$ cat src/cpu_bsd_cfg.svh
`ifndef CPU_BSD_CFG_SVH
`define CPU_BSD_CFG_SVH
// instruction word layout: [15:12] group, [11:8] rn, [7:4] sub, [3:0] low field
`define GRP_MISC 4'h0
`define GRP_COND 4'h1
`define GRP_BRA 4'h2
`define GRP_CALL 4'h3
`define GRP_REG 4'h4
// conditional group: bit 9 selects true/false, bit 8 selects delayed form
`define COND_SEL_BIT 9
`define COND_DLY_BIT 8
// register group sub codes
`define SUB_BRANCH_FAR_REGOFFSET 4'h0
`define SUB_CALLF 4'h1
`define SUB_JMP 4'h2
`define SUB_CALLA 4'h3
`define SUB_RTS 4'h4
`define SUB_LDC_R 4'h5
`define SUB_LDC_M 4'h6
`define SUB_STC_R 4'h7
`define SUB_STC_M 4'h8
`define SUB_LDS_R 4'h9
`define SUB_LDS_M 4'hA
`define SUB_STS_R 4'hB
`define SUB_STS_M 4'hC
`define SUB_CACHE_PREFETCH_OP 4'hD
// misc group codes in the low field
`define MISC_NOP 4'h0
`define MISC_SLEEP 4'h1
`define MISC_RTE 4'h2
`define MISC_CONDITION_FLAG_CLEAR 4'h3
`define MISC_CONDITION_FLAG_SET 4'h4
// control and system register indices
`define CR_SR 3'h0
`define CR_GBR 3'h1
`define CR_VBR 3'h2
`define CR_SSR 3'h3
`define CR_SPC 3'h4
`define SYS_PR 2'h2
`define SR_T_BIT 0
`define SR_RESET 32'h000000F0
// access size codes: log2 of bytes
`define SZ_BYTE 2'h0
`define SZ_WORD 2'h1
`define SZ_LONG 2'h2
`define PC_AHEAD 32'h00000004
`define STATES_INIT 8'h01
`endif

$ cat src/cpu_bsd_pkg.sv
package cpu_bsd_pkg;
	typedef enum logic [1:0] {
		ST_IDLE = 2'h0,
		ST_MEM = 2'h1,
		ST_SLEEP = 2'h2
	} state_e_t;
	typedef enum logic [2:0] {
		MK_LDC = 3'h0,
		MK_LDS = 3'h1,
		MK_STC = 3'h2,
		MK_STS = 3'h3,
		MK_CACHE_PREFETCH_OP = 3'h4
	} mem_kind_t;
	typedef struct packed {
		logic valid;
		logic [15:0] word;
		logic [31:0] pc;
		logic [31:0] rn_val;
	} instr_t;
	typedef struct packed {
		logic valid;
		logic [3:0] idx;
	} load_pend_t;
	typedef struct packed {
		logic valid;
		logic write;
		logic prefetch;
		logic [1:0] size;
		logic [31:0] addr;
		logic [31:0] wdata;
	} mem_req_t;
	typedef struct packed {
		logic valid;
		logic delayed;
		logic [31:0] target;
	} redirect_t;
	typedef struct packed {
		logic en;
		logic [3:0] idx;
		logic [31:0] data;
	} gpr_wr_t;
endpackage

$ cat src/cpu_branch_sysctl_decode.sv
`include "cpu_bsd_cfg.svh"
`timescale 1ns/10ps
`default_nettype none
module cpu_branch_sysctl_decode #(
	parameter int CTRL_REGS = 8,
	parameter int SYS_REGS = 4
) (
	input wire logic clk,
	input wire logic srst,
	input wire cpu_bsd_pkg::instr_t instr,
	output logic instr_ready,
	input wire cpu_bsd_pkg::load_pend_t load_pend,
	input wire logic fetch_busy,
	output cpu_bsd_pkg::mem_req_t mem_req,
	input wire logic mem_ready,
	input wire logic [31:0] mem_rdata,
	input wire logic wake,
	output cpu_bsd_pkg::redirect_t redirect,
	output cpu_bsd_pkg::gpr_wr_t gpr_wr,
	output logic cond_flag,
	output logic sleeping,
	output logic retire,
	output logic [7:0] exec_states,
	output logic interlock,
	output logic contention
);
	import cpu_bsd_pkg::*;

	////////////////////////////////////////////////////////////////////////////////
	typedef struct packed {
		state_e_t st;
		logic ready;
		logic [CTRL_REGS-1:0][31:0] ctrl;
		logic [SYS_REGS-1:0][31:0] sys;
		mem_kind_t p_kind;
		logic [2:0] p_idx;
		logic [3:0] p_rn;
		logic [31:0] p_rn_new;
		logic p_rn_upd;
		mem_req_t mem_req;
		redirect_t redirect;
		gpr_wr_t gpr_wr;
		logic sleeping;
		logic retire;
		logic [7:0] cnt;
		logic [7:0] states;
		logic interlock;
		logic contention;
	} state_t;

	state_t q;
	state_t d;

	// displacement scaled by access size
	function automatic logic [31:0] scale_disp(input logic [31:0] disp, input logic [1:0] size);
		scale_disp = disp << size;
	endfunction

	////////////////////////////////////////////////////////////////////////////////
	logic [3:0] grp;
	logic [3:0] rn;
	logic [3:0] sub;
	logic [3:0] lo;
	logic [31:0] pc4;
	logic [31:0] disp8;
	logic [31:0] disp12;
	logic hazard;
	logic take;

	assign grp = instr.word[15:12];
	assign rn = instr.word[11:8];
	assign sub = instr.word[7:4];
	assign lo = instr.word[3:0];
	assign pc4 = instr.pc + `PC_AHEAD;
	assign disp8 = {{24{instr.word[7]}}, instr.word[7:0]};
	assign disp12 = {{20{instr.word[11]}}, instr.word[11:0]};
	// only the register group reads rn; index compared as a plain binary number
	assign hazard = load_pend.valid && (load_pend.idx == rn) && (grp == `GRP_REG);
	assign take = instr.valid && q.ready && !hazard;

	always_comb begin
		d = q;
		d.redirect.valid = 1'b0;
		d.redirect.delayed = 1'b0;
		d.gpr_wr.en = 1'b0;
		d.retire = 1'b0;
		d.interlock = 1'b0;
		d.contention = 1'b0;
		case (q.st)
		ST_IDLE: begin
			if (instr.valid && q.ready && hazard) begin
				d.interlock = 1'b1;
				d.cnt = q.cnt + 8'h01;
			end else if (take) begin
				d.retire = 1'b1;
				d.states = q.cnt;
				d.cnt = `STATES_INIT;
				case (grp)
				`GRP_COND: begin
					// true form follows the flag, false form its inverse
					if (instr.word[`COND_SEL_BIT] == q.ctrl[`CR_SR][`SR_T_BIT]) begin
						d.redirect.valid = 1'b1;
						d.redirect.delayed = instr.word[`COND_DLY_BIT];
						d.redirect.target = pc4 + scale_disp(disp8, `SZ_WORD);
					end
				end
				`GRP_BRA, `GRP_CALL: begin
					d.redirect.valid = 1'b1;
					d.redirect.delayed = 1'b1;
					d.redirect.target = pc4 + scale_disp(disp12, `SZ_WORD);
					if (grp == `GRP_CALL) begin
						d.sys[`SYS_PR] = pc4;
					end
				end
				`GRP_REG: begin
					d.p_rn = rn;
					d.p_rn_upd = 1'b0;
					d.mem_req.size = `SZ_LONG;
					d.mem_req.write = 1'b0;
					d.mem_req.prefetch = 1'b0;
					case (sub)
					`SUB_BRANCH_FAR_REGOFFSET, `SUB_CALLF, `SUB_JMP, `SUB_CALLA, `SUB_RTS: begin
						d.redirect.valid = 1'b1;
						d.redirect.delayed = 1'b1;
						d.redirect.target = (sub == `SUB_RTS) ? q.sys[`SYS_PR] :
							(sub == `SUB_BRANCH_FAR_REGOFFSET || sub == `SUB_CALLF) ? pc4 + instr.rn_val : instr.rn_val;
						if (sub == `SUB_CALLF || sub == `SUB_CALLA) begin
							d.sys[`SYS_PR] = pc4;
						end
					end
					`SUB_LDC_R: begin
						d.ctrl[lo[2:0]] = instr.rn_val;
					end
					`SUB_LDS_R: begin
						d.sys[lo[1:0]] = instr.rn_val;
					end
					`SUB_STC_R, `SUB_STS_R: begin
						d.gpr_wr.en = 1'b1;
						d.gpr_wr.idx = rn;
						d.gpr_wr.data = (sub == `SUB_STC_R) ? q.ctrl[lo[2:0]] : q.sys[lo[1:0]];
					end
					`SUB_LDC_M, `SUB_LDS_M, `SUB_STC_M, `SUB_STS_M, `SUB_CACHE_PREFETCH_OP: begin
						// memory forms: post-increment load, pre-decrement store, prefetch by displacement
						d.retire = 1'b0;
						d.states = q.states;
						d.cnt = q.cnt + 8'h01;
						d.st = ST_MEM;
						d.ready = 1'b0;
						d.p_idx = lo[2:0];
						d.p_rn_upd = (sub != `SUB_CACHE_PREFETCH_OP);
						d.mem_req.addr = instr.rn_val;
						d.p_rn_new = instr.rn_val + scale_disp(32'h00000001, `SZ_LONG);
						d.p_kind = (sub == `SUB_LDC_M) ? MK_LDC : (sub == `SUB_LDS_M) ? MK_LDS : MK_CACHE_PREFETCH_OP;
						if (sub == `SUB_STC_M || sub == `SUB_STS_M) begin
							d.p_kind = (sub == `SUB_STC_M) ? MK_STC : MK_STS;
							d.mem_req.write = 1'b1;
							d.mem_req.addr = instr.rn_val - scale_disp(32'h00000001, `SZ_LONG);
							d.p_rn_new = d.mem_req.addr;
							d.mem_req.wdata = (sub == `SUB_STC_M) ? q.ctrl[lo[2:0]] : q.sys[lo[1:0]];
						end
						if (sub == `SUB_CACHE_PREFETCH_OP) begin
							d.mem_req.prefetch = 1'b1;
							d.mem_req.addr = instr.rn_val + scale_disp({28'h0000000, lo}, `SZ_LONG);
						end
						// the fetch owns the bus this cycle, so the data access waits
						d.mem_req.valid = !fetch_busy;
						d.contention = fetch_busy;
					end
					default: begin
					end
					endcase
				end
				`GRP_MISC: begin
					case (lo)
					`MISC_SLEEP: begin
						// retirement is deferred to the wake-up
						d.retire = 1'b0;
						d.states = q.states;
						d.st = ST_SLEEP;
						d.ready = 1'b0;
						d.sleeping = 1'b1;
					end
					`MISC_RTE: begin
						d.redirect.valid = 1'b1;
						d.redirect.delayed = 1'b1;
						d.redirect.target = q.ctrl[`CR_SPC];
						d.ctrl[`CR_SR] = q.ctrl[`CR_SSR];
					end
					`MISC_CONDITION_FLAG_CLEAR: begin
						d.ctrl[`CR_SR][`SR_T_BIT] = 1'b0;
					end
					`MISC_CONDITION_FLAG_SET: begin
						d.ctrl[`CR_SR][`SR_T_BIT] = 1'b1;
					end
					default: begin
					end
					endcase
				end
				default: begin
				end
				endcase
			end
		end
		ST_MEM: begin
			if (q.mem_req.valid && mem_ready) begin
				d.mem_req.valid = 1'b0;
				d.st = ST_IDLE;
				d.ready = 1'b1;
				d.retire = 1'b1;
				d.states = q.cnt;
				d.cnt = `STATES_INIT;
				if (q.p_kind == MK_LDC) begin
					d.ctrl[q.p_idx] = mem_rdata;
				end
				if (q.p_kind == MK_LDS) begin
					d.sys[q.p_idx[1:0]] = mem_rdata;
				end
				d.gpr_wr.en = q.p_rn_upd;
				d.gpr_wr.idx = q.p_rn;
				d.gpr_wr.data = q.p_rn_new;
			end else begin
				// each wait state or lost arbitration adds a state
				d.cnt = q.cnt + 8'h01;
				if (!q.mem_req.valid) begin
					d.mem_req.valid = !fetch_busy;
					d.contention = fetch_busy;
				end
			end
		end
		ST_SLEEP: begin
			if (wake) begin
				d.st = ST_IDLE;
				d.ready = 1'b1;
				d.sleeping = 1'b0;
				d.retire = 1'b1;
				d.states = q.cnt;
				d.cnt = `STATES_INIT;
			end
		end
		default: begin
			d.st = ST_IDLE;
			d.ready = 1'b1;
		end
		endcase
	end

	always_ff @(posedge clk) begin
		if (srst) begin
			q <= '0;
			q.st <= ST_IDLE;
			q.ready <= 1'b1;
			q.ctrl[`CR_SR] <= `SR_RESET;
			q.cnt <= `STATES_INIT;
		end else begin
			q <= d;
		end
	end

	////////////////////////////////////////////////////////////////////////////////
	assign instr_ready = q.ready;
	assign mem_req = q.mem_req;
	assign redirect = q.redirect;
	assign gpr_wr = q.gpr_wr;
	assign cond_flag = q.ctrl[`CR_SR][`SR_T_BIT];
	assign sleeping = q.sleeping;
	assign retire = q.retire;
	assign exec_states = q.states;
	assign interlock = q.interlock;
	assign contention = q.contention;
endmodule // cpu_branch_sysctl_decode
`default_nettype wire

$ cat config.mk
export PLATFORM = sky130hd
export DESIGN_NAME = cpu_branch_sysctl_decode
export DESIGN_NICKNAME = d
export VERILOG_FILES = /design/src/cpu_bsd_pkg.sv /design/src/cpu_branch_sysctl_decode.sv
export VERILOG_INCLUDE_DIRS = /design/src
export SDC_FILE = /design/constraint.sdc
export NUM_CORES = 2
export LEC_CHECK = 0
export BUFFER_PORTS_ARGS = -buffer_cell sky130_fd_sc_hd__buf_4
export CAP_MARGIN = 20
export CORE_MARGIN = 8
export CORE_UTILIZATION = 49
export CTS_BUF_LIST = sky130_fd_sc_hd__clkbuf_8
export CTS_CLUSTER_SIZE = 12
export DETAILED_ROUTE_END_ITERATION = 10
export PLACE_DENSITY_LB_ADDON = 0.12
export SYNTH_ARGS = -nofsm -noshare
export SYNTH_HDL_FRONTEND = slang
export SYNTH_SLANG_ARGS = --single-unit
export TNS_END_PERCENT = 30
$ cat constraint.sdc
create_clock -name clk -period 8.3 [get_ports clk]
set_clock_uncertainty 0.15 [all_clocks]
set_input_delay 1.66 -clock clk [delete_from_list [all_inputs] [get_ports clk]]
set_output_delay 1.66 -clock clk [all_outputs]
set_load 0.01 [all_outputs]
**Yosys cells after proc, flatten, opt, wreduce, memory -nomap -nowiden**

Index checks and enable logic that the tools add are counted.

- Input port bits: 123
- Output and inout port bits: 154
- Flip-flop bits (word level): 589
- Word-level logic and storage cells: 247

- $lt $le $gt $ge: 8
- Reductions and logical operators: 44
- Eq/ne operators: 56
- Add/subtract/negate cells: 8
- Multiplexer cells: 90
- Bitwise logic cells: 3

Operators by type and width:

| cell | count |
|---|---|
| $pmux 384 s2 | 1 |
| $mux 588 | 1 |
| $mux 572 | 1 |
| $bwmux 256 | 2 |
| $mux 256 | 2 |
| $mux 32 | 16 |
| $mux 387 | 1 |
| $bwmux 128 | 2 |
| $mux 224 | 1 |
| $demux 32 s3 | 2 |
| $mux 64 | 3 |
| $pmux 32 s2 | 3 |
| $mux 176 | 1 |
| $pmux 34 s4 | 1 |
| $demux 32 s2 | 2 |
| $mux 128 | 1 |
| $mux 37 | 3 |
| $mux 34 | 3 |
| $add 32x32->32 | 3 |
| $bmux 32 s3 | 1 |
| $pmux 37 s2 | 1 |
| $add 32x3->32 const B | 2 |
| $bmux 32 s2 | 1 |
| $pmux 17 s3 | 1 |
| 57 further kinds | 154 |

**Depth between registers and ports, before layout**

- Word-level depth: 10
- Mapped depth: 17
- Depth with buffers taken out: 17

**Worst setup path before layout**

No wires, ideal clock.

- Kind: input to register
- Start: input port instr[36] (netlist name)
- End: register q (netlist bit redirect[31])
- Stages: 17
- Setup time: 0.091 ns
- Data required time: 8.059 ns
- Arrival: 5.125 ns
- Path buffers: 1
- Setup slack: 2.934 ns
- Cell sequence: and4_1 -> nor2b_1 -> nor2b_1 -> nand2_1 -> xnor2_1 -> ha_1 -> clkbuf_1 -> a21oi_1 -> nand2_1 -> a221oi_1 -> o311ai_1 -> a311oi_1 -> o21ai_1 -> mux2i_1 -> mux2i_1 -> o211ai_1 -> a311oi_1

- Word-level cells in the longest chain between the ends: 6
- Elaborated cells between the ends (all ways): 9
- Classes of those cells: add/sub: 4; mux: 5

Ends and longest elaborated chain:

| item | line | source |
|---|---|---|
| start: declaration | cpu_branch_sysctl_decode.sv:10 | `input wire cpu_bsd_pkg::instr_t instr,` |
| $add 32x3->32 (no source line) * | n/a |  |
| $add 32x32->32 | cpu_branch_sysctl_decode.sv:126 | `` (sub == `SUB_BRANCH_FAR_REGOFFSET \|\| sub == `SUB_CALLF) ? pc4 + instr.rn_val : instr.rn_val; `` |
| $mux 32 | cpu_branch_sysctl_decode.sv:126 |  |
| $mux 32 | cpu_branch_sysctl_decode.sv:125 | `` d.redirect.target = (sub == `SUB_RTS) ? q.sys[`SYS_PR] : `` |
| $mux 34 | cpu_branch_sysctl_decode.sv:121 | `case (sub)` |
| $pmux 34 s4 * | cpu_branch_sysctl_decode.sv:98 | `case (grp)` |
| end: declaration | cpu_branch_sysctl_decode.sv:51 | `state_t q;` |

Mark *: on every way between the ends. The rest lies on a longest branch, timed or not. The select of a mux whose other input is x is not followed.
A chain may end at the register's enable or synchronous reset.

**Final worst setup path**

- Start: input port instr[36] (netlist name)
- End: register q (netlist bit redirect[24])

The elaborated chain is that of the path after synthesis.

==> impl_metrics.prom <==
# TYPE chip_impl_metric gauge
chip_impl_info{name="run_status",value="complete, no violations"} 1
chip_impl_metric{name="numClockSinks",unit=""} 587
chip_impl_metric{name="number_of_library_cell_types_mapped_by_synthesis",unit=""} 92
chip_impl_metric{name="grt_antenna_before_repair",unit=""} 8
chip_impl_info{name="largest_family_of_logic_cells_by_synthesized_area",value="compound AO/OA/AOI/OAI gates"} 1
chip_impl_metric{name="dieArea",unit="sq um"} 84520
chip_impl_metric{name="cts_inserted_buffers",unit=""} 105
chip_impl_metric{name="gp_congestion",unit=""} 0.9904
chip_impl_info{name="critical_path_slowest_stage_cell",value="sky130_fd_sc_hd__a2111oi_0"} 1
chip_impl_metric{name="place.detailed.hpwl",unit="mm"} 111.2
chip_impl_metric{name="pwr_density_cell",unit="nW/um^2"} 166.0
chip_impl_metric{name="synthMuxAreaShare",unit="%"} 7.148
chip_impl_metric{name="synth_compound_area_share",unit="%"} 25.05
chip_impl_metric{name="boundary_pins",unit=""} 277
chip_impl_metric{name="postSynthRegisterBits",unit=""} 587
chip_impl_metric{name="layout_worst_path_cycle_share",unit="%"} 71.18
chip_impl_metric{name="report.final.hold_viol_count",unit=""} 0
chip_impl_info{name="rsz0062_at_grt",value="false"} 1
chip_impl_metric{name="grt_pass1_vias",unit=""} 35070
chip_impl_metric{name="required",unit="ps"} 8760
chip_impl_metric{name="total_wire_length_after_detailed_routing",unit="mm"} 167.0
chip_impl_metric{name="worstSkewPairLatency",unit="ps"} 780
chip_impl_metric{name="remaining_drc_errors",unit=""} 0
chip_impl_metric{name="synth_top_cell_area_share",unit="%"} 31.77
chip_impl_metric{name="final.hold.worst_slack",unit="ps"} 299.8
chip_impl_info{name="start_kind",value="input port"} 1
chip_impl_metric{name="clockBufferDepth",unit=""} 3
chip_impl_metric{name="detail_route.iter0.violations",unit=""} 5357
chip_impl_metric{name="setup-violations-final",unit=""} 0
chip_impl_info{name="layout.cells.most_common",value="sky130_fd_sc_hd__nor2_1"} 1
chip_impl_metric{name="placed_cells_incl_taps",unit=""} 5467
chip_impl_metric{name="xor_xnor_portion_of_the_synthesized_cell_area",unit="%"} 3.860
chip_impl_metric{name="viasPerCell",unit=""} 6.759
chip_impl_info{name="tritoncts",value="yes"} 1
chip_impl_info{name="clock-root-buffer",value="sky130_fd_sc_hd__clkbuf_8"} 1
chip_impl_metric{name="worst_ir_drop_vdd",unit="mV"} 0.1338
chip_impl_metric{name="critical-path-max-stage-delay",unit="ps"} 690
chip_impl_metric{name="route.antenna.remaining_nets",unit=""} 0
chip_impl_info{name="crit_path_cell_trace",value="buf_4, and4_1, nor2b_1, nor2b_1, nor3b_1, xor2_1, ha_1, a21o_1, nor2_1, o21ai_0, a2111oi_0, nor3_1, and3_1, o21ai_0, nor2b_1, a22oi_1, a311oi_1"} 1
chip_impl_metric{name="synth_seq_area_share",unit="%"} 31.77
chip_impl_info{name="regToRegStartpoint",value="q[589]$_SDFFE_PP0P_"} 1
chip_impl_info{name="layout.cells.most_common_list",value="sky130_fd_sc_hd__nor2_1, sky130_fd_sc_hd__dfxtp_1, sky130_fd_sc_hd__nand2_1, sky130_fd_sc_hd__buf_4, sky130_fd_sc_hd__a21oi_1"} 1
chip_impl_metric{name="drv_slew",unit=""} 0
chip_impl_info{name="synth_largest_area_cell",value="sky130_fd_sc_hd__dfxtp_1"} 1
chip_impl_metric{name="post-cts-setup-buffer-count",unit=""} 0
chip_impl_info{name="route.top_layer_used",value="met5"} 1
chip_impl_metric{name="synthAdderAreaFrac",unit="%"} 3.444
chip_impl_metric{name="initial_core_util",unit="%"} 49.60
chip_impl_metric{name="routed-via-count",unit=""} 38270
chip_impl_metric{name="post_synth_and_or_nand_nor_area_fraction",unit="%"} 20.63
chip_impl_metric{name="layout_min_cycle_time",unit="ps"} 5908
chip_impl_metric{name="post_synth_inst_count",unit=""} 4754
chip_impl_info{name="worstSetupEndpointType",value="flip-flop"} 1
chip_impl_metric{name="finalInstanceArea",unit="sq um"} 40290
chip_impl_metric{name="drt-met1-wl",unit="mm"} 62.90
chip_impl_metric{name="power.static_leakage",unit="nW"} 14.27
chip_impl_metric{name="crit_path_max_fanout",unit=""} 7
chip_impl_metric{name="worst-endpoint-arrival",unit="ps"} 6370
chip_impl_info{name="critical-path-top-delay-family",value="simple AND/OR/NAND/NOR gates"} 1
chip_impl_metric{name="route.met3.wl",unit="mm"} 22.37
chip_impl_metric{name="floorplan.die.width",unit="microns"} 290.7
chip_impl_metric{name="port_buffers",unit=""} 275
chip_impl_metric{name="dieHeight",unit="microns"} 290.7
chip_impl_metric{name="cap_violations",unit=""} 0
chip_impl_metric{name="drt-wirelength-per-cell",unit="microns"} 29.50
chip_impl_info{name="holdCritStartpoint",value="mem_req[61]$_SDFFE_PP0P_"} 1
chip_impl_metric{name="met2WireLength",unit="mm"} 69.48
chip_impl_metric{name="detail_route.first_pass.iterations",unit=""} 6
chip_impl_metric{name="groute.usage.overall",unit="%"} 37.17
chip_impl_metric{name="synth_edf_count",unit=""} 0
chip_impl_metric{name="cts_hold_repair.buffers",unit=""} 0
chip_impl_metric{name="timing.max_slew.rel_slack",unit="%"} 17.43
chip_impl_metric{name="syn_avg_cell_area",unit="sq um"} 7.780
chip_impl_metric{name="finalNonFillerCells",unit=""} 5663
chip_impl_metric{name="synthArstFlopShare",unit="%"} 0
chip_impl_info{name="ys_dominant_reg_cell",value="sky130_fd_sc_hd__dfxtp_1"} 1
chip_impl_metric{name="grt_start_max_net_pins",unit=""} 162
chip_impl_metric{name="clkSlewWorstSetupHoldPaths",unit="ps"} 50
chip_impl_info{name="timing.critical_path.from",value="instr[36]"} 1
chip_impl_metric{name="synthesis.nets",unit=""} 4977
chip_impl_metric{name="synthesized_area",unit="sq um"} 36980
chip_impl_info{name="min_path_type",value="flip-flop to flip-flop"} 1
chip_impl_metric{name="post_route_cells_drive_above_1_share",unit="%"} 14.26
chip_impl_metric{name="h-tree-depth",unit=""} 3
chip_impl_metric{name="critPathBufInv",unit=""} 1
chip_impl_metric{name="globalRouteOverflowTotal",unit=""} 0
chip_impl_metric{name="p_total",unit="W"} 0.006689
chip_impl_metric{name="synth-warning-count",unit=""} 0
chip_impl_info{name="post_synth_main_area_contributors",value="sky130_fd_sc_hd__dfxtp_1, sky130_fd_sc_hd__nor2_1, sky130_fd_sc_hd__mux4_2"} 1
chip_impl_metric{name="tightestPinTransition",unit="ps"} 1234
chip_impl_metric{name="totalNegativeSetupSlack",unit="ps"} 0
chip_impl_metric{name="placement.cell_area",unit="sq um"} 38100
chip_impl_info{name="timing_worst_setup_path_type",value="input port to flip-flop"} 1
chip_impl_metric{name="r2r_setup_slack",unit="ps"} 3950
chip_impl_metric{name="max_freq",unit="MHz"} 169.3
chip_impl_metric{name="core_area",unit="sq um"} 74570
chip_impl_metric{name="fin_nets",unit=""} 4832
chip_impl_metric{name="ctsResizeCount",unit=""} 0
chip_impl_metric{name="area_growth",unit="%"} 8.928
chip_impl_info{name="timing.critical_path.mode_cell",value="sky130_fd_sc_hd__nor2b_1"} 1
chip_impl_metric{name="core.rowCount",unit=""} 100
chip_impl_metric{name="first_pass_grt_wire_length",unit="mm"} 239.4
[Yosys cell counts (all sizes together), types with 15 or more instances]
master,count
and3,64
a221oi,28
a22oi,71
nor3,242
and2,15
nand2b,19
nand3,48
nor2b,19
xnor2,106
o22ai,200
mux4,96
a31oi,60
o211ai,35
a21oi,289
ha,97
nor2,843
o221ai,90
a21o,48
a32oi,32
or2,15
or3,16
o32a,32
o21ai,210
buf,215
a211oi,167
a311oi,15
dfxtp,587
nand4,22
clkbuf,383
xor2,57
inv,21
nand2,417
mux2i,47
[power by group]
| group | switching (W) | internal (W) | total, W |
|---|---|---|---|
| Combinational | 0.000670 | 0.000346 | 0.00102 |
| Clock | 0.00134 | 0.00146 | 0.00280 |
| Sequential | 0.0000260 | 0.00284 | 0.00287 |
[per-stage QoR]
step | setup slack, ps | utilization (%)
after detailed placement | 1891 | 51.09
after CTS | 2641 | 53.93
after global placement | 2038 | 51.09
final | 2392 | 54.02
after floorplan | 2934 | -
after global routing | 2089 | 54.02
[worst paths after layout]
path	cells after the start	to
setup / recovery	17	redirect[24]$_SDFFE_PP0P_
hold / removal	2	mem_req[61]$_SDFFE_PP0P_
setup reg to reg	10	q[391]$_SDFFE_PP0P_
hold reg to reg	2	mem_req[61]$_SDFFE_PP0P_
[final cells by class]
type	count	area [sq um]
Multi-Input combinational cell	3547	22420
Timing Repair Buffer	347	2694
Sequential cell	587	11750
Fill cell	7320	34290
Clock inverter	56	304.0
Tap cell	969	1212
Inverter	21	78.83
Antenna cell	4	10.01
Clock buffer	132	1817
[metal layers]
| metal | track usage, % | vias up |
|---|---|---|
| met1 | 46.45 | 18090 |
| met3 | 13.02 | 556 |
| li1 | - | 16970 |
| met2 | 53.92 | 2650 |
| met5 | 0 | - |
| met4 | 24.11 | 8 |
[sequential cells by signal (all words and copies together), names as in the netlist]
name,count
redirect,34
contention,1
gpr_wr,37
q,436
exec_states,8
interlock,1
retire,1
instr_ready,1
mem_req,66
sleeping,1
cond_flag,1
[worst register-to-register path: stages (launching register included)]
cell and delay [ps]:
sky130_fd_sc_hd__dfxtp_1 730, sky130_fd_sc_hd__nand2b_1 190, sky130_fd_sc_hd__buf_4 230, sky130_fd_sc_hd__a21oi_1 130, sky130_fd_sc_hd__a21oi_1 270, sky130_fd_sc_hd__nor3b_2 260
sky130_fd_sc_hd__nand2_1 510, sky130_fd_sc_hd__a211oi_4 1090, sky130_fd_sc_hd__buf_4 470, sky130_fd_sc_hd__nor2_1 90, sky130_fd_sc_hd__nor3_1 180
[cell families (layout without fill, tap and decap cells)]
family                   after synthesis  after routing
AND/OR/NAND/NOR                     1764           1764
AO/OA/AOI/OAI                       1375           1375
buffers and inverters                620            556
flip-flops                           587            587
XOR/XNOR                             163            163
multiplexers                         144            144
adder cells (fa/ha/maj)              100            100
other                                  1              5
(Power assumes the default switching activity.)
